File: src/hw/ccp_pkg.sv
// Constants shared by the capture/compare/PWM unit and its helpers.
// Assumes the plain register port and the 8-bit base timers live outside.
package ccp_pkg;

    // ----------------------------------------
    // Register indices on the plain port
    // ----------------------------------------
    localparam logic [1:0] ADDR_CONTROL      = 2'h0;
    localparam logic [1:0] ADDR_DUTY_LOW     = 2'h1;
    localparam logic [1:0] ADDR_DUTY_HIGH    = 2'h2;
    localparam logic [1:0] ADDR_TIMER_CHOICE = 2'h3;

    // ----------------------------------------
    // Field positions
    // ----------------------------------------
    localparam int CTL_EN_BIT     = 7;
    localparam int CTL_OE_BIT     = 6;
    localparam int CTL_OUT_BIT    = 5;
    localparam int CTL_ALIGN_BIT  = 4;
    localparam int UNIT1_SEL_LSB  = 0;
    localparam int UNIT2_SEL_LSB  = 2;

    // ----------------------------------------
    // Reset values and masks
    // ----------------------------------------
    localparam logic [7:0] CONTROL_RST       = 8'h00;
    localparam logic [7:0] DUTY_RST          = 8'h00;
    localparam logic [7:0] TIMER_CHOICE_RST  = 8'h00;
    localparam logic [7:0] TIMER_CHOICE_MASK = 8'h0F;
    localparam logic [7:0] CONTROL_WR_MASK   = 8'hDF;
    localparam logic [1:0] TIMER_SEL_RSVD    = 2'h3;

    // ----------------------------------------
    // Mode codes
    // ----------------------------------------
    localparam logic [3:0] MODE_OFF           = 4'h0;
    localparam logic [3:0] MODE_CMP_TOGGLE_CL = 4'h1;
    localparam logic [3:0] MODE_CMP_TOGGLE    = 4'h2;
    localparam logic [3:0] MODE_CAP_BOTH      = 4'h3;
    localparam logic [3:0] MODE_CAP_FALL      = 4'h4;
    localparam logic [3:0] MODE_CAP_RISE      = 4'h5;
    localparam logic [3:0] MODE_CAP_RISE4     = 4'h6;
    localparam logic [3:0] MODE_CAP_RISE16    = 4'h7;
    localparam logic [3:0] MODE_CMP_SET       = 4'h8;
    localparam logic [3:0] MODE_CMP_CLEAR     = 4'h9;
    localparam logic [3:0] MODE_CMP_PULSE     = 4'hA;
    localparam logic [3:0] MODE_CMP_PULSE_CL  = 4'hB;

    // ----------------------------------------
    // Timing counts
    // ----------------------------------------
    localparam logic [3:0] CAP_EVERY4_LAST  = 4'h3;
    localparam logic [3:0] CAP_EVERY16_LAST = 4'hF;
    localparam logic [3:0] CAP_EVERY1_LAST  = 4'h0;
    localparam logic [1:0] SYSCLK_PHASE_RST = 2'h0;

    typedef enum logic [1:0] {ST_OFF, ST_CAPTURE, ST_COMPARE, ST_PWM} unit_state_t;

endpackage : ccp_pkg

File: src/hw/duty_align.sv
// Forms the 10-bit pulse width from the two duty bytes.
// Assumes the alignment bit is taken from the unit's control register.
`timescale 1ns/10ps
`default_nettype none
module duty_align (
    // Duty bytes
    input  wire logic [7:0] i_high,
    input  wire logic [7:0] i_low,
    // Alignment
    input  wire logic       i_left,
    // Result
    output logic      [9:0] o_width
);
    wire logic [9:0] right_word;
    wire logic [9:0] left_word;

    assign right_word = {i_high[1:0], i_low};
    assign left_word  = {i_high, i_low[7:6]};
    assign o_width    = i_left ? left_word : right_word;
endmodule : duty_align
`default_nettype wire

File: src/hw/capture_trigger.sv
// Edge detector and edge prescaler for the capture modes.
// Assumes the capture input is synchronous to the clock.
`timescale 1ns/10ps
`default_nettype none
module capture_trigger (
    // Clock and reset
    input  wire logic       i_clk,
    input  wire logic       i_srst,
    // Control
    input  wire logic       i_clear,
    input  wire logic       i_active,
    input  wire logic [3:0] i_mode,
    // Signal
    input  wire logic       i_sig,
    output logic            o_fire
);
    logic       prev_ff;
    logic [3:0] cnt_ff;
    logic [3:0] nxt_cnt;

    function automatic logic [3:0] last_count(input logic [3:0] mode);
        if (mode == ccp_pkg::MODE_CAP_RISE16) begin
            return ccp_pkg::CAP_EVERY16_LAST;
        end
        if (mode == ccp_pkg::MODE_CAP_RISE4) begin
            return ccp_pkg::CAP_EVERY4_LAST;
        end
        return ccp_pkg::CAP_EVERY1_LAST;
    endfunction : last_count

    wire logic rise_seen = i_sig & ~prev_ff;
    wire logic fall_seen = ~i_sig & prev_ff;
    wire logic edge_seen = (i_mode == ccp_pkg::MODE_CAP_BOTH) ? (rise_seen | fall_seen) :
                           (i_mode == ccp_pkg::MODE_CAP_FALL) ? fall_seen : rise_seen;
    wire logic at_last   = (cnt_ff == last_count(i_mode));

    assign nxt_cnt = (i_clear || !i_active) ? 4'h0 :
                     !edge_seen ? cnt_ff :
                     at_last ? 4'h0 : cnt_ff + 4'h1;
    assign o_fire  = i_active & edge_seen & at_last;

    always_ff @(posedge i_clk) begin
        if (i_srst) begin
            prev_ff <= 1'b0;
            cnt_ff  <= 4'h0;
        end else begin
            prev_ff <= i_sig;
            cnt_ff  <= nxt_cnt;
        end
    end
endmodule : capture_trigger
`default_nettype wire

File: src/hw/ccp_pwm_unit.sv
// One capture/compare/PWM unit with its control, duty and timer choice registers.
// Assumes three 8-bit base timers and a 16-bit capture timer outside; all inputs synchronous.
//
// Function
// Right alignment: duty top bits from high byte 1:0, rest from low byte.
// Left alignment: duty low bits from low byte 7:6, top eight from high byte.
// Duty bytes written anytime; copied to buffer only at period match.
// Time base is timer count plus two clock-phase or prescaler bits.
// Output goes low when time base equals buffered duty.
// Duty beyond period leaves the output level unchanged.
// Resolution follows period register; full ten bits at period 255.
// PWM timing derives from the system clock.
// Reset restores registers and releases the pin to input.
// Unit output routed to waveform, converter, timer reset, measure timer, logic cell.
// Control bit 7 enables the unit.
// Control bit 6 puts the output on the pin; else internal only. The pin stays undriven in capture modes and in mode 1010 (pulse).
// Control bit 5 reads the output level; writes ignored.
// Control bit 4 selects left or right duty alignment.
// Mode codes with both upper bits set select PWM.
// Compare modes: pulse, pulse with timer clear, clear, set, toggle, toggle with clear.
// Capture modes: every 16th, 4th, rising, falling, or every edge.
// Mode 0000 switches the unit off and resets its state.
// Timer choice bits 3:2 pick unit 2 base timer; 11 reserved.
// Timer choice bits 1:0 pick unit 1 base timer; 11 reserved.
// Low duty byte holds captured or compared low timer byte.
// Period match sets output unless zero duty, and loads the buffer.
// Clearing the whole control register forces the output low.
`timescale 1ns/10ps
`default_nettype none
module ccp_pwm_unit #(
    parameter int UNIT_NUMBER     = 1,
    parameter int NUM_BASE_TIMERS = 3
) (
    // Clock and reset
    input  wire logic                              i_clk,
    input  wire logic                              i_srst,
    // Register port
    input  wire logic [1:0]                        i_addr,
    input  wire logic [7:0]                        i_wdata,
    input  wire logic                              i_wr,
    input  wire logic                              i_rd,
    output logic      [7:0]                        o_rdata,
    // Base timers
    input  wire logic [NUM_BASE_TIMERS-1:0][7:0]   i_base_count,
    input  wire logic [NUM_BASE_TIMERS-1:0]        i_base_period_match,
    input  wire logic [NUM_BASE_TIMERS-1:0]        i_base_prescale_1to1,
    input  wire logic [NUM_BASE_TIMERS-1:0][1:0]   i_base_prescale_bits,
    // Capture timer
    input  wire logic [15:0]                       i_cap_timer,
    output logic                                   o_cap_timer_clear,
    // Pin
    input  wire logic                              i_pin_in,
    output logic                                   o_pin_out,
    output logic                                   o_pin_oe_n,
    // Internal consumers
    output logic                                   o_unit_output_signal,
    output logic                                   o_to_complementary_waveform_unit,
    output logic                                   o_to_converter_trigger,
    output logic                                   o_to_base_timer_reset,
    output logic                                   o_to_signal_measure_timer,
    output logic                                   o_to_configurable_logic_cell
);

    // ----------------------------------------
    // Declarations
    // ----------------------------------------
    logic [7:0] ctrl_ff;
    logic [7:0] duty_low_ff;
    logic [7:0] duty_high_ff;
    logic [7:0] choice_ff;
    logic [9:0] buf_ff;
    logic [1:0] phase_ff;
    logic       out_ff;
    logic       match_prev_ff;
    logic [7:0] rdata_ff;
    logic [7:0] nxt_ctrl;
    logic [7:0] nxt_duty_low;
    logic [7:0] nxt_duty_high;
    logic [7:0] nxt_choice;
    logic [9:0] nxt_buf;
    logic [1:0] nxt_phase;
    logic       nxt_out;
    logic [7:0] nxt_rdata;
    logic [9:0] duty_word;

    function automatic ccp_pkg::unit_state_t classify(input logic [3:0] mode);
        ccp_pkg::unit_state_t cls;
        cls = ccp_pkg::ST_CAPTURE;
        unique casez (mode)
            4'b0000: cls = ccp_pkg::ST_OFF;
            4'b11??: cls = ccp_pkg::ST_PWM;
            4'b10??: cls = ccp_pkg::ST_COMPARE;
            4'b0001: cls = ccp_pkg::ST_COMPARE;
            4'b0010: cls = ccp_pkg::ST_COMPARE;
            default: cls = ccp_pkg::ST_CAPTURE;
        endcase
        return cls;
    endfunction : classify

    // ----------------------------------------
    // Decode
    // ----------------------------------------
    wire logic [3:0] mode      = ctrl_ff[3:0];
    wire logic       en        = ctrl_ff[ccp_pkg::CTL_EN_BIT];
    wire logic       pin_on    = ctrl_ff[ccp_pkg::CTL_OE_BIT];
    wire logic       left      = ctrl_ff[ccp_pkg::CTL_ALIGN_BIT];
    wire ccp_pkg::unit_state_t cls = classify(mode);
    wire logic       is_pwm    = en && (cls == ccp_pkg::ST_PWM);
    wire logic       is_cmp    = en && (cls == ccp_pkg::ST_COMPARE);
    wire logic       is_cap    = en && (cls == ccp_pkg::ST_CAPTURE);
    wire logic       is_off    = (cls == ccp_pkg::ST_OFF);

    wire logic       wr_ctrl   = i_wr && (i_addr == ccp_pkg::ADDR_CONTROL);
    wire logic       wr_low    = i_wr && (i_addr == ccp_pkg::ADDR_DUTY_LOW);
    wire logic       wr_high   = i_wr && (i_addr == ccp_pkg::ADDR_DUTY_HIGH);
    wire logic       wr_choice = i_wr && (i_addr == ccp_pkg::ADDR_TIMER_CHOICE);
    wire logic       ctrl_zero = wr_ctrl && (i_wdata == 8'h00);

    // ----------------------------------------
    // Base timer selection
    // ----------------------------------------
    wire logic [1:0] sel_raw   = (UNIT_NUMBER == 2) ?
                                 choice_ff[ccp_pkg::UNIT2_SEL_LSB +: 2] :
                                 choice_ff[ccp_pkg::UNIT1_SEL_LSB +: 2];
    wire logic       sel_valid = (sel_raw != ccp_pkg::TIMER_SEL_RSVD);
    wire logic [1:0] sel       = sel_valid ? sel_raw : 2'h0;
    wire logic       period_hit = is_pwm && sel_valid && i_base_period_match[sel];
    wire logic [1:0] low_bits  = i_base_prescale_1to1[sel] ? phase_ff :
                                 i_base_prescale_bits[sel];
    wire logic [9:0] time_base = {i_base_count[sel], low_bits};
    // Full 10-bit compare; a duty past the period never matches
    wire logic       duty_hit  = is_pwm && sel_valid && (time_base == buf_ff);

    // ----------------------------------------
    // Duty alignment and capture
    // ----------------------------------------
    duty_align u_align (
        .i_high  (duty_high_ff),
        .i_low   (duty_low_ff),
        .i_left  (left),
        .o_width (duty_word)
    );

    wire logic cap_fire;
    capture_trigger u_cap (
        .i_clk    (i_clk),
        .i_srst   (i_srst),
        .i_clear  (is_off),
        .i_active (is_cap),
        .i_mode   (mode),
        .i_sig    (i_pin_in),
        .o_fire   (cap_fire)
    );

    // ----------------------------------------
    // Compare against the capture timer
    // ----------------------------------------
    wire logic cmp_match = is_cmp && ({duty_high_ff, duty_low_ff} == i_cap_timer);
    wire logic cmp_rise  = cmp_match && !match_prev_ff;
    wire logic clr_mode  = (mode == ccp_pkg::MODE_CMP_PULSE_CL) ||
                           (mode == ccp_pkg::MODE_CMP_TOGGLE_CL);
    assign o_cap_timer_clear = cmp_rise && clr_mode;

    // ----------------------------------------
    // Register next values
    // ----------------------------------------
    assign nxt_ctrl      = wr_ctrl ? (i_wdata & ccp_pkg::CONTROL_WR_MASK) : ctrl_ff;
    assign nxt_choice    = wr_choice ? (i_wdata & ccp_pkg::TIMER_CHOICE_MASK) : choice_ff;
    // Capture wins over a software write in the same cycle
    assign nxt_duty_low  = cap_fire ? i_cap_timer[7:0] :
                           wr_low ? i_wdata : duty_low_ff;
    assign nxt_duty_high = cap_fire ? i_cap_timer[15:8] :
                           wr_high ? i_wdata : duty_high_ff;
    assign nxt_buf       = is_off ? 10'h000 :
                           period_hit ? duty_word : buf_ff;
    // Clock phase inside one timer tick, realigned at each period
    assign nxt_phase     = (is_off || period_hit) ? ccp_pkg::SYSCLK_PHASE_RST :
                           phase_ff + 2'h1;

    always_comb begin
        nxt_out = out_ff;
        if (ctrl_zero || is_off) begin
            nxt_out = 1'b0;
        end else if (is_pwm) begin
            if (period_hit) begin
                nxt_out = (duty_word != 10'h000);
            end else if (duty_hit) begin
                nxt_out = 1'b0;
            end
        end else if (is_cmp) begin
            unique case (mode)
                ccp_pkg::MODE_CMP_PULSE,
                ccp_pkg::MODE_CMP_PULSE_CL: nxt_out = cmp_match;
                ccp_pkg::MODE_CMP_SET: begin
                    if (cmp_rise) nxt_out = 1'b1;
                end
                ccp_pkg::MODE_CMP_CLEAR: begin
                    if (cmp_rise) nxt_out = 1'b0;
                end
                ccp_pkg::MODE_CMP_TOGGLE,
                ccp_pkg::MODE_CMP_TOGGLE_CL: begin
                    if (cmp_rise) nxt_out = ~out_ff;
                end
                default: nxt_out = out_ff;
            endcase
        end
    end

    assign nxt_rdata = !i_rd ? 8'h00 :
        (i_addr == ccp_pkg::ADDR_CONTROL)  ? (ctrl_ff | ({7'h00, out_ff} << ccp_pkg::CTL_OUT_BIT)) :
        (i_addr == ccp_pkg::ADDR_DUTY_LOW) ? duty_low_ff :
        (i_addr == ccp_pkg::ADDR_DUTY_HIGH) ? duty_high_ff : choice_ff;

    // ----------------------------------------
    // Registers
    // ----------------------------------------
    always_ff @(posedge i_clk) begin
        if (i_srst) begin
            ctrl_ff       <= ccp_pkg::CONTROL_RST;
            duty_low_ff   <= ccp_pkg::DUTY_RST;
            duty_high_ff  <= ccp_pkg::DUTY_RST;
            choice_ff     <= ccp_pkg::TIMER_CHOICE_RST;
            buf_ff        <= 10'h000;
            phase_ff      <= ccp_pkg::SYSCLK_PHASE_RST;
            out_ff        <= 1'b0;
            match_prev_ff <= 1'b0;
            rdata_ff      <= 8'h00;
        end else begin
            ctrl_ff       <= nxt_ctrl;
            duty_low_ff   <= nxt_duty_low;
            duty_high_ff  <= nxt_duty_high;
            choice_ff     <= nxt_choice;
            buf_ff        <= nxt_buf;
            phase_ff      <= nxt_phase;
            out_ff        <= nxt_out;
            match_prev_ff <= cmp_match;
            rdata_ff      <= nxt_rdata;
        end
    end

    // ----------------------------------------
    // Outputs
    // ----------------------------------------
    wire logic drives_pin = pin_on && en && !is_cap && (mode != ccp_pkg::MODE_CMP_PULSE);
    assign o_rdata                          = rdata_ff;
    assign o_pin_out                        = out_ff;
    assign o_pin_oe_n                       = ~drives_pin;
    assign o_unit_output_signal             = out_ff;
    assign o_to_complementary_waveform_unit = out_ff;
    assign o_to_converter_trigger           = out_ff;
    assign o_to_base_timer_reset            = out_ff;
    assign o_to_signal_measure_timer        = out_ff;
    assign o_to_configurable_logic_cell     = out_ff;

    // ----------------------------------------
    // Checks
    // ----------------------------------------
    chk_right_align_load: assert property (
        @(posedge i_clk) disable iff (i_srst)
        (period_hit && !left) |=> (buf_ff == {$past(duty_high_ff[1:0]), $past(duty_low_ff)}))
        else $error("right aligned duty not latched");

    chk_left_align_load: assert property (
        @(posedge i_clk) disable iff (i_srst)
        (period_hit && left) |=> (buf_ff == {$past(duty_high_ff), $past(duty_low_ff[7:6])}))
        else $error("left aligned duty not latched");

    chk_buffer_holds: assert property (
        @(posedge i_clk) disable iff (i_srst)
        (!period_hit && !is_off) |=> (buf_ff == $past(buf_ff)))
        else $error("duty buffer changed outside period match");

    chk_duty_clears_out: assert property (
        @(posedge i_clk) disable iff (i_srst)
        (duty_hit && !period_hit && !ctrl_zero) |=> !out_ff)
        else $error("output not cleared at duty match");

    chk_period_sets_out: assert property (
        @(posedge i_clk) disable iff (i_srst)
        (period_hit && !ctrl_zero) |=> (out_ff == ($past(duty_word) != 10'h000)))
        else $error("period match output level wrong");

    chk_out_readback: assert property (
        @(posedge i_clk) disable iff (i_srst)
        (i_rd && (i_addr == ccp_pkg::ADDR_CONTROL)) |=> (o_rdata[ccp_pkg::CTL_OUT_BIT] == $past(out_ff)))
        else $error("control read does not show output level");

    chk_ctrl_clear_low: assert property (
        @(posedge i_clk) disable iff (i_srst)
        ctrl_zero |=> (!out_ff && !o_to_base_timer_reset) ##1 !out_ff)
        else $error("cleared control did not force output low");

    chk_reset_pin_input: assert property (
        @(posedge i_clk) disable iff (i_srst)
        $past(i_srst) |-> (o_pin_oe_n && (ctrl_ff == ccp_pkg::CONTROL_RST)))
        else $error("pin not released after reset");

    chk_timer_clear_cause: assert property (
        @(posedge i_clk) disable iff (i_srst)
        o_cap_timer_clear |-> (clr_mode && ({duty_high_ff, duty_low_ff} == i_cap_timer)))
        else $error("capture timer cleared without match");

    chk_capture_loads: assert property (
        @(posedge i_clk) disable iff (i_srst)
        cap_fire |=> (duty_low_ff == $past(i_cap_timer[7:0]) && duty_high_ff == $past(i_cap_timer[15:8])))
        else $error("capture did not load timer value");

    chk_reserved_timer: assert property (
        @(posedge i_clk) disable iff (i_srst)
        !sel_valid |-> (!period_hit && !duty_hit))
        else $error("reserved timer choice produced PWM events");

endmodule : ccp_pwm_unit
`default_nettype wire

File: config.mk
export PLATFORM = sky130hd
export DESIGN_NAME = ccp_pwm_unit
export DESIGN_NICKNAME = d
export VERILOG_FILES = /design/src/hw/ccp_pkg.sv /design/src/hw/duty_align.sv /design/src/hw/capture_trigger.sv /design/src/hw/ccp_pwm_unit.sv
export SDC_FILE = /design/constraint.sdc
export NUM_CORES = 1
export LEC_CHECK = 0
export ABC_AREA = 1
export BUFFER_PORTS_ARGS = -buffer_cell sky130_fd_sc_hd__clkbuf_2
export CAP_MARGIN = 40
export CORE_MARGIN = 4
export CORE_UTILIZATION = 50
export DETAILED_ROUTE_END_ITERATION = 8
export GPL_ROUTABILITY_DRIVEN = 0
export PLACE_DENSITY = 0.73
export SYNTH_ARGS = -nofsm -noshare
export SYNTH_HDL_FRONTEND = slang
export SYNTH_SLANG_ARGS = --single-unit
File: constraint.sdc
create_clock -name i_clk -period 2.5 [get_ports i_clk]
set_input_delay 0.5 -clock i_clk [delete_from_list [all_inputs] [get_ports i_clk]]
set_output_delay 0.5 -clock i_clk [all_outputs]
set_load 0.02 [all_outputs]
==> reports/summary.txt, run 1 <==
Distinct cells, synth -> 44
first-pass GRT wire length -> 18100 µm
RSZ-0062 raised after global routing -> no
ys async rst share -> 0
CP max FO -> 3
number of synthesized flops with an enable pin -> 0
clock skew -> 0.0158 ns
Arr. time, crit path -> 1.89 ns
Port Buffers -> 83
I/O Pins -> 84
Max-Cap Viols -> 0
Setup-failing EPs final -> 0
sequential cell area -> 1080 µm²
pre-CTS WS -> 0.206 ns
area of the multi-input gates -> 2240 µm²
sequence of cells on the critical path -> inv_1 > or2_2 > nand4_1 > nor4_2 > nand4_1 > nor3_1 > buf_2
final instance count without filler cells -> 797
HP Class -> primary input to flip-flop
detailed-router iteration count before antenna repair -> 5
Pins Over Slew Limit -> 0
leakage -> 2.24 nW
placed cells -> 789
Hold Slack -> 0.424 ns
crit path launch type -> flip-flop
Setup crit end kind -> primary output
layer with the highest usage -> met2
Routed Antenna Nets -> 0
M2 GR Usage -> 0.407
ys flop type -> dfxtp_1
Fillers -> 749
Cell Area, Placed -> 4310 µm²
synthesized area per cell -> 6.22 µm²
commonest non-fill, non-tap cell in the layout -> nand2_1
WL/cell -> 14.1 µm
Critical Path RT -> 2.00 ns
die height -> 95.8 µm
all-layer global routing usage -> 0.250
largest net degree at the start of global routing -> 33
cts hold-fix bufs -> 0
CTS Buffer Depth -> 2
GRT met1 Usage -> 0.333
vias in the first global route -> 3842
Mapped Cells -> 620
row cnt -> 31
DR DRC count -> 0
Die Area -> 9180 µm²
Vias -> 4285
final instance area -> 4450 µm²
HPWL Detailed -> 9010 µm
most frequent cells in the layout -> nand2_1 (134), inv_1 (98), nand3_1 (84), clkbuf_2 (82), nor2_1 (53)
setup TNS -> 0 ns
achievable frequency -> 419 MHz
global routing usage on met3 -> 0.0375
Overflow after GRT -> 0
worst skew pair latency -> 0.31 ns
DRT Wirelength -> 11300 µm
initial detailed-routing violation count -> 282
synthesized area -> 3860 µm²
Max H-tree Level -> 2
status -> completed
clock-pin slew on the worst setup and hold paths -> 0.11 ns
TritonCTS buffer count -> 5
Seq cells post-synth -> 54
period utilisation layout -> 0.955
slowest stage delay, CP -> 0.36 ns
Finished Core Util -> 0.604
Syn-to-layout area delta -> 15.3%
Final Hold Fails -> 0
minimum clock period -> 2.39 ns
Syn. warnings -> 0
root cell of the clock tree -> clkbuf_8
register area share after synthesis -> 0.280
crit path kind -> flip-flop to primary output
Overall Power -> 1.94 mW
nets@finish -> 767
post-DR vias/cell -> 5.38
VDD IR max -> 0.285 mV
setup ws final -> 0.112 ns
Worst Max-Slew Pin Slew -> 0.548 ns
Core Box Area -> 7370 µm²
Die Width -> 95.8 µm
CTS tree -> done
layout cells sized above 1 -> 0.203
cell mode on critical path -> nand4_1
starting density of the core -> 0.523
PwrDens -> 436 nW/µm²
Slew HR -> 0.634
number of diodes -> 0
CTS sink cnt -> 54
antenna violations before repair -> 0
crit path max-delay cell type -> dfxtp_1
Syn Nets -> 690
==> logic make-up after synthesis <==
| group | count (synthesis) | share of synthesized area |
|---|---|---|
| AOI/OAI and AO/OA | 106 | 0.171 |
| and+or+nand+nor | 325 | 0.382 |
| adders and majority gates | 3 | 0.00973 |
| DFF | 54 | 0.280 |
| buffers and inverters | 127 | 0.145 |
| xor gates and xnor gates | 5 | 0.0114 |
==> worst max-delay path: cells and delay by family, from the launching register on <==
kind / cells / cell delay [ns]
buf+inv: 2 / 0.30
flops: 1 / 0.36
simple gates: 5 / 0.91
==> state kept, by name, summed over array words and instances, names as in the netlist <==
| register | count |
|---|---|
| buf_ff | 10 |
| duty_high_ff | 8 |
| duty_low_ff | 8 |
| o_rdata | 8 |
| ctrl_ff | 7 |
| choice_ff | 4 |
| u_cap.cnt_ff | 4 |
| phase_ff | 2 |
| match_prev_ff | 1 |
| o_pin_out | 1 |
| u_cap.prev_ff | 1 |
==> per-layer routing <==
layer  vias up  wire length [µm]
met4         0               261
li1       2169                 -
met1      1886              4870
met5         -                 0
met2       205              5120
met3        25              1000
==> synthesized netlist by cell type (2+ instances only) <==
| cell | number | share of area |
|---|---|---|
| nand2_1 | 135 | 0.13 |
| inv_1 | 98 | 0.095 |
| nand3_1 | 84 | 0.11 |
| dfxtp_1 | 54 | 0.28 |
| nor2_1 | 53 | 0.052 |
| o21ai_0 | 49 | 0.064 |
| a21oi_1 | 25 | 0.032 |
| nor3_1 | 15 | 0.019 |
| o211ai_2 | 10 | 0.032 |
| or2_2 | 9 | 0.015 |
| buf_4 | 8 | 0.016 |
| nand4_1 | 7 | 0.011 |
| buf_2 | 6 | 0.0078 |
| buf_6 | 6 | 0.018 |
| nor2_2 | 5 | 0.0081 |
| nor4_1 | 4 | 0.0065 |
| o21ai_1 | 4 | 0.0052 |
| clkbuf_1 | 3 | 0.0029 |
| ha_1 | 3 | 0.0097 |
| inv_2 | 3 | 0.0029 |
| nand2_2 | 3 | 0.0049 |
| o221ai_1 | 3 | 0.0068 |
| o22ai_1 | 3 | 0.0049 |
| xor2_1 | 3 | 0.0068 |
| a221oi_1 | 2 | 0.0045 |
| clkinv_1 | 2 | 0.0019 |
| nand3b_1 | 2 | 0.0039 |
| nor3b_1 | 2 | 0.0039 |
| o211ai_1 | 2 | 0.0039 |
| or2_0 | 2 | 0.0032 |
| xnor2_1 | 2 | 0.0045 |
==> final cells by class <==
cell class | count | share of cell area
inverters | 104 | 0.0880
well taps | 99 | 0.0278
clock buffers | 6 | 0.0163
repair buffers | 93 | 0.113
multi-input cells | 439 | 0.503
clock inverters | 2 | 0.00844
flip-flops and latches | 54 | 0.244
==> timing repair <==
action	4_1_cts	5_1_grt
resized for setup	0	7
buffers inserted	0	0
endpoints found under the setup margin	0	1
endpoints found under the hold margin	0	0
==> worst paths after layout <==
| check | end | slack, ns | startpoint | cells after the start |
|---|---|---|---|---|
| setup / recovery | o_cap_timer_clear | 0.11 | duty_low_ff[1]$_SDFFE_PP0P_ | 7 |
| hold / removal | u_cap.prev_ff$_SDFF_PP0_ | 0.42 | i_pin_in | 3 |
| setup reg to reg | duty_low_ff[4]$_SDFFE_PP0P_ | 0.36 | ctrl_ff[2]$_SDFFE_PP0P_ | 13 |
| hold reg to reg | choice_ff[2]$_SDFFE_PP0P_ | 0.48 | choice_ff[2]$_SDFFE_PP0P_ | 2 |
==> power by group <==
part           switching [mW]  total (mW)  internal (mW)
sequential             0.0294       0.916          0.886
combinational           0.264       0.423          0.158
clock                   0.300       0.600          0.300
total                   0.594        1.94           1.34
Power figures use the tool's default switching activity.
==> run 2: changes to the inputs <==
Settings changed: CELL_PAD_IN_SITES_DETAIL_PLACEMENT set to 0, CELL_PAD_IN_SITES_GLOBAL_PLACEMENT set to 1, CORE_UTILIZATION 50 to 41, PLACE_DENSITY 0.73 to 0.86.
==> run 2 against run 1 <==
Critical path depth unchanged; non-clock buffer count grew 1; setup slack got worse by 0.0046 ns; wire length grew 3.0%; hold slack about the same; maximum frequency shrank 0.19%; global-route usage decreased by 3.8 points; clock power grew 2%; register-to-register slack about the same; critical endpoint unchanged; largest cell class unchanged; largest power group unchanged.
==> reports/summary.txt, run 2 (synthesized netlist as in run 1, its figures left out) <==
crit path max-delay cell type -> dfxtp_1
crit path kind -> flip-flop to primary output
HP Class -> primary input to flip-flop
Setup crit end kind -> primary output
I/O Pins -> 84
root cell of the clock tree -> clkbuf_8
Pins Over Slew Limit -> 0
crit path from -> duty_low_ff[1]$_SDFFE_PP0P_
WL/cell -> 14.3 µm
final instance count without filler cells -> 810
TritonCTS buffer count -> 5
RR Startpoint -> ctrl_ff[2]$_SDFFE_PP0P_
sequence of cells on the critical path -> inv_1 > or2_2 > nand4_1 > nor4_1 > nand4_1 > nor3_2 > buf_4
first-pass GRT wire length -> 19100 µm
all-layer global routing usage -> 0.212
initial detailed-routing violation count -> 236
pre-CTS WS -> 0.178 ns
global routing usage on met3 -> 0.0364
PwrDens -> 437 nW/µm²
minimum clock period -> 2.39 ns
M2 GR Usage -> 0.359
layer with the highest usage -> met2
Cell Area, Placed -> 4320 µm²
antenna violations before repair -> 0
placed cells -> 802
VDD IR max -> 0.345 mV
Setup-failing EPs final -> 0
Largest Register -> buf_ff
post-CTS setup repair buffer count -> 0
Reg2Reg Setup Slack -> 0.37 ns
Die Width -> 105 µm
number of diodes -> 0
die height -> 105 µm
Slew HR -> 0.642
CP max FO -> 3
final instance area -> 4460 µm²
Die Area -> 11000 µm²
Vias -> 4237
largest net degree at the start of global routing -> 29
CP top delay family -> simple AND/OR/NAND/NOR gates
worst skew pair latency -> 0.32 ns
Fillers -> 1017
CTS sink cnt -> 54
post-DR vias/cell -> 5.23
Overflow after GRT -> 0
row cnt -> 35
setup TNS -> 0 ns
starting density of the core -> 0.419
CTS tree -> done
Max-Cap Viols -> 0
setup ws final -> 0.107 ns
Arr. time, crit path -> 1.89 ns
most frequent cells in the layout -> nand2_1 (134), inv_1 (98), nand3_1 (84), clkbuf_2 (82)
leakage -> 2.24 nW
Critical Path RT -> 2.00 ns
achievable frequency -> 418 MHz
clock-pin slew on the worst setup and hold paths -> 0.10 ns
Overall Power -> 1.95 mW
GRT met1 Usage -> 0.273
Final Hold Fails -> 0
DRT Wirelength -> 11600 µm
Finished Core Util -> 0.485
cts hold-fix bufs -> 0
Worst Max-Slew Pin Slew -> 0.536 ns
commonest non-fill, non-tap cell in the layout -> nand2_1
crit path launch type -> flip-flop
nets@finish -> 768
Max H-tree Level -> 2
CTS Buffer Depth -> 2
period utilisation layout -> 0.957
Stages on worst setup path -> 7
HPWL Detailed -> 9400 µm
layout cells sized above 1 -> 0.207
Crit Reg-Reg Endpoint -> duty_high_ff[7]$_SDFFE_PP0P_
max reg flops -> 10
slowest stage delay, CP -> 0.36 ns
clock skew -> 0.00580 ns
DR DRC count -> 0
vias in the first global route -> 4010
detailed-router iteration count before antenna repair -> 5
RSZ-0062 raised after global routing -> no
Critical Path End -> o_cap_timer_clear
cell mode on critical path -> nand4_1
Syn-to-layout area delta -> 15.8%
Reg2Reg Depth -> 13
Routed Antenna Nets -> 0
status -> completed
Port Buffers -> 83
Core Box Area -> 9200 µm²
Worst Path Buf+Inv -> 2
Hold Slack -> 0.424 ns
## run 2: worst min path at each step
stage	startpoint	end	slack, ns	cells past startpoint
global placement	phase_ff[0]$_SDFF_PP0_	phase_ff[0]$_SDFF_PP0_	0.46	1
global route	i_srst	match_prev_ff$_SDFF_PP0_	0.41	2
CTS	i_srst	u_cap.prev_ff$_SDFF_PP0_	0.41	2
finish	i_srst	u_cap.prev_ff$_SDFF_PP0_	0.42	2
detailed placement	choice_ff[3]$_SDFFE_PP0P_	choice_ff[3]$_SDFFE_PP0P_	0.47	2
floorplan	choice_ff[3]$_SDFFE_PP0P_	choice_ff[3]$_SDFFE_PP0P_	0.43	2
## run 2: cell type report
cell class	instances	area [µm²]	area share
multi-input cells	439	2240	0.501
flip-flops and latches	54	1080	0.243
repair buffers	94	500	0.112
inverters	104	392	0.0877
well taps	111	139	0.0311
clock buffers	5	68.8	0.0154
clock inverters	3	43.8	0.00981
## run 2: report_power, final
part	leakage (nW)	internal (mW)	switching, mW
Clock	0.0585	0.301	0.309
Combinational	1.75	0.158	0.267
Sequential	0.439	0.886	0.0287
## run 2: worst reg2reg max path, delay by kind of cell (launching register included)
family | cells | cell delay (ns)
and+or+nand+nor | 6 | 0.78
buffers and inverters | 4 | 0.55
DFF | 1 | 0.37
AOI/OAI and AO/OA | 3 | 0.35
## run 2: per-layer routing
| layer | wire, µm | share of wire |
|---|---|---|
| met1 | 5150 | 0.44 |
| met2 | 5450 | 0.47 |
| met3 | 727 | 0.063 |
| met4 | 278 | 0.024 |
| met5 | 0 | 0 |
## run 2: repair_timing
item | CTS | global route
pin swaps | 1 | 1
resized for setup | 3 | 6
endpoints found under the setup margin | 1 | 1
==> run 3: changes to the inputs <==
Settings changed: CORE_UTILIZATION 41 to 38, PLACE_DENSITY 0.86 to 0.8.
Clock period 2.5 ns to 2.3 ns, I/O delays scaled along.
==> run 3 against run 2 <==
Count of clock-buffer cells in the layout increased by 2; hold slack got worse by 0.042 ns; final cell count increased by 4.8%; via count increased by 0.40%; flip-flop and latch count unchanged; clock skew decreased by 0.0012 ns; critical path type unchanged; setup slack got worse by 0.038 ns; clock power decreased by 0.8%.
==> reports/summary.txt, run 3 (synthesized netlist as in run 1, its figures left out) <==
Pins Over Slew Limit -> 0
I/O Pins -> 84
Crit Reg-Reg Endpoint -> duty_high_ff[4]$_SDFFE_PP0P_
Final Hold Fails -> 0
placed cells -> 830
Port Buffers -> 83
number of diodes -> 0
highest routed layer -> met4
VDD IR max -> 0.201 mV
clock-pin slew on the worst setup and hold paths -> 0.10 ns
Critical Path End -> o_cap_timer_clear
Finished Core Util -> 0.480
Overflow after GRT -> 0
Hold Slack -> 0.381 ns
Largest Register -> buf_ff
cts hold-fix bufs -> 0
Setup crit end kind -> primary output
final instance count without filler cells -> 849
post-DR vias/cell -> 5.01
PwrDens -> 445 nW/µm²
root cell of the clock tree -> clkbuf_8
all-layer global routing usage -> 0.213
Sw Share -> 0.316
Worst Path Buf+Inv -> 1
CTS tree -> done
minimum clock period -> 2.23 ns
CTS Buffer Depth -> 2
Slew HR -> 0.630
HPWL Detailed -> 9770 µm
Psw -> 0.664 mW
Max-Cap Viols -> 0
WL/cell -> 14.4 µm
Arr. time, crit path -> 1.77 ns
leakage -> 2.35 nW
largest net degree at the start of global routing -> 37
sequential share of power -> 0.473
DRT Wirelength -> 12200 µm
starting density of the core -> 0.393
Syn-to-layout area delta -> 22.2%
Reg2Reg Setup Slack -> 0.23 ns
Core Box Area -> 9820 µm²
Die Width -> 109 µm
Setup-failing EPs final -> 0
slowest stage delay, CP -> 0.37 ns
Critical Path RT -> 1.84 ns
worst skew pair latency -> 0.31 ns
CTS sink cnt -> 54
Max H-tree Level -> 2
DRT met1 WL -> 5350 µm
CP max FO -> 4
Fillers -> 1057
crit path launch type -> flip-flop
nets@finish -> 785
Reg2Reg Depth -> 14
layout cells sized above 1 -> 0.267
RSZ-0062 raised after global routing -> yes
combinational share of power -> 0.239
die height -> 109 µm
antenna violations before repair -> 0
Stages on worst setup path -> 6
TritonCTS buffer count -> 5
sequential cell area -> 1100 µm²
setup TNS -> 0 ns
Int Pwr -> 1.43 mW
most frequent cells in the layout -> nand2_1 (126), inv_1 (89), nand3_1 (84), clkbuf_2 (82), nor2_1 (51)
final instance area -> 4710 µm²
sequence of cells on the critical path -> nand2_2 > o2111ai_2 > nor4_2 > nand4_1 > nor3_2 > buf_4
vias in the first global route -> 4128
Vias -> 4254
HP Class -> primary input to flip-flop
routed wl met2 -> 5760 µm
clock skew -> 0.00462 ns
max reg flops -> 10
DR DRC count -> 0
first-pass GRT wire length -> 19800 µm
RR Startpoint -> ctrl_ff[2]$_SDFFE_PP0P_
Die Area -> 11800 µm²
detailed-router iteration count before antenna repair -> 5
CP top delay family -> simple AND/OR/NAND/NOR gates
commonest non-fill, non-tap cell in the layout -> nand2_1
Clock Power Share -> 0.288
initial detailed-routing violation count -> 279
Cell Area, Placed -> 4410 µm²
Routed Antenna Nets -> 0
crit path max-delay cell type -> dfxtp_1
crit path kind -> flip-flop to primary output
period utilisation layout -> 0.970
status -> completed
row cnt -> 36
Worst Max-Slew Pin Slew -> 0.555 ns
crit path from -> duty_low_ff[6]$_SDFFE_PP0P_
WL met3 -> 694 µm
area of the multi-input gates -> 2300 µm²
achievable frequency -> 448 MHz
-- run 3: cell count changes in the layout (fill, tap and decap cells not counted), sizes merged --
cell,delta
buf,+17
clkbuf,+2
inv,-1
bufinv,-1
-- run 3: worst register-to-register path, cell delays in order, from the launching register on --
cell,delay [ns]
dfxtp_2,0.38
buf_6,0.12
buf_4,0.11
inv_2,0.03
nor2_2,0.13
nand2_2,0.09
nor2_1,0.12
a21oi_1,0.06
nor2_2,0.17
nand4_4,0.20
buf_12,0.23
nand3_1,0.14
o211ai_2,0.10
nand2_1,0.07
inv_1,0.03
-- run 3: power by group through the flow --
stage / combinational (mW) / clock (mW) / sequential [mW]
global route: 0.569 / 0.662 / 0.997
global placement: 0.463 / 0 / 1.01
detailed placement: 0.466 / 0 / 1.01
finish: 0.501 / 0.604 / 0.992
CTS: 0.488 / 0.627 / 0.993
floorplan: 0.297 / 0 / 1.01
-- run 3: per-layer routing --
layer,GRT usage,vias up
li1,-,2209
met1,0.261,1879
met2,0.363,134
met3,0.0414,32
met4,0.0920,0
met5,0,-
-- run 3: repair_timing --
item / 4_1_cts / 5_1_grt
buffers inserted: 8 / 3
setup endpoints to repair: 1 / 2
resized for setup: 29 / 19
pin swaps: 12 / 8
-- run 3: how the worst min path moves through the flow --
| stage | slack [ns] | end | cells after the start | start |
|---|---|---|---|---|
| 6_report | 0.38 | match_prev_ff$_SDFF_PP0_ | 2 | i_srst |
| 5_1_grt | 0.39 | match_prev_ff$_SDFF_PP0_ | 2 | i_srst |
| 4_1_cts | 0.36 | match_prev_ff$_SDFF_PP0_ | 2 | i_srst |
| 3_5_place_dp | 0.47 | choice_ff[3]$_SDFFE_PP0P_ | 2 | choice_ff[3]$_SDFFE_PP0P_ |
| 3_3_place_gp | 0.45 | choice_ff[2]$_SDFFE_PP0P_ | 2 | choice_ff[2]$_SDFFE_PP0P_ |
| 2_1_floorplan | 0.43 | choice_ff[3]$_SDFFE_PP0P_ | 2 | choice_ff[3]$_SDFFE_PP0P_ |
-- run 3: cell type report --
class,count,area share
repair buffers,111,0.137
multi-input cells,439,0.488
clock inverters,1,0.00186
clock buffers,7,0.0205
inverters,104,0.0831
well taps,133,0.0353
flip-flops and latches,54,0.234
-- run 3: through the flow --
| step | setup WS [ns] | power (mW) |
|---|---|---|
| after CTS | -0.0971 | 2.11 |
| final | 0.0695 | 2.10 |
| after detailed placement | 0.0893 | 1.48 |
| after floorplan | 0.288 | 1.30 |
| after global routing | -0.00881 | 2.23 |
| after global placement | 0.0879 | 1.48 |
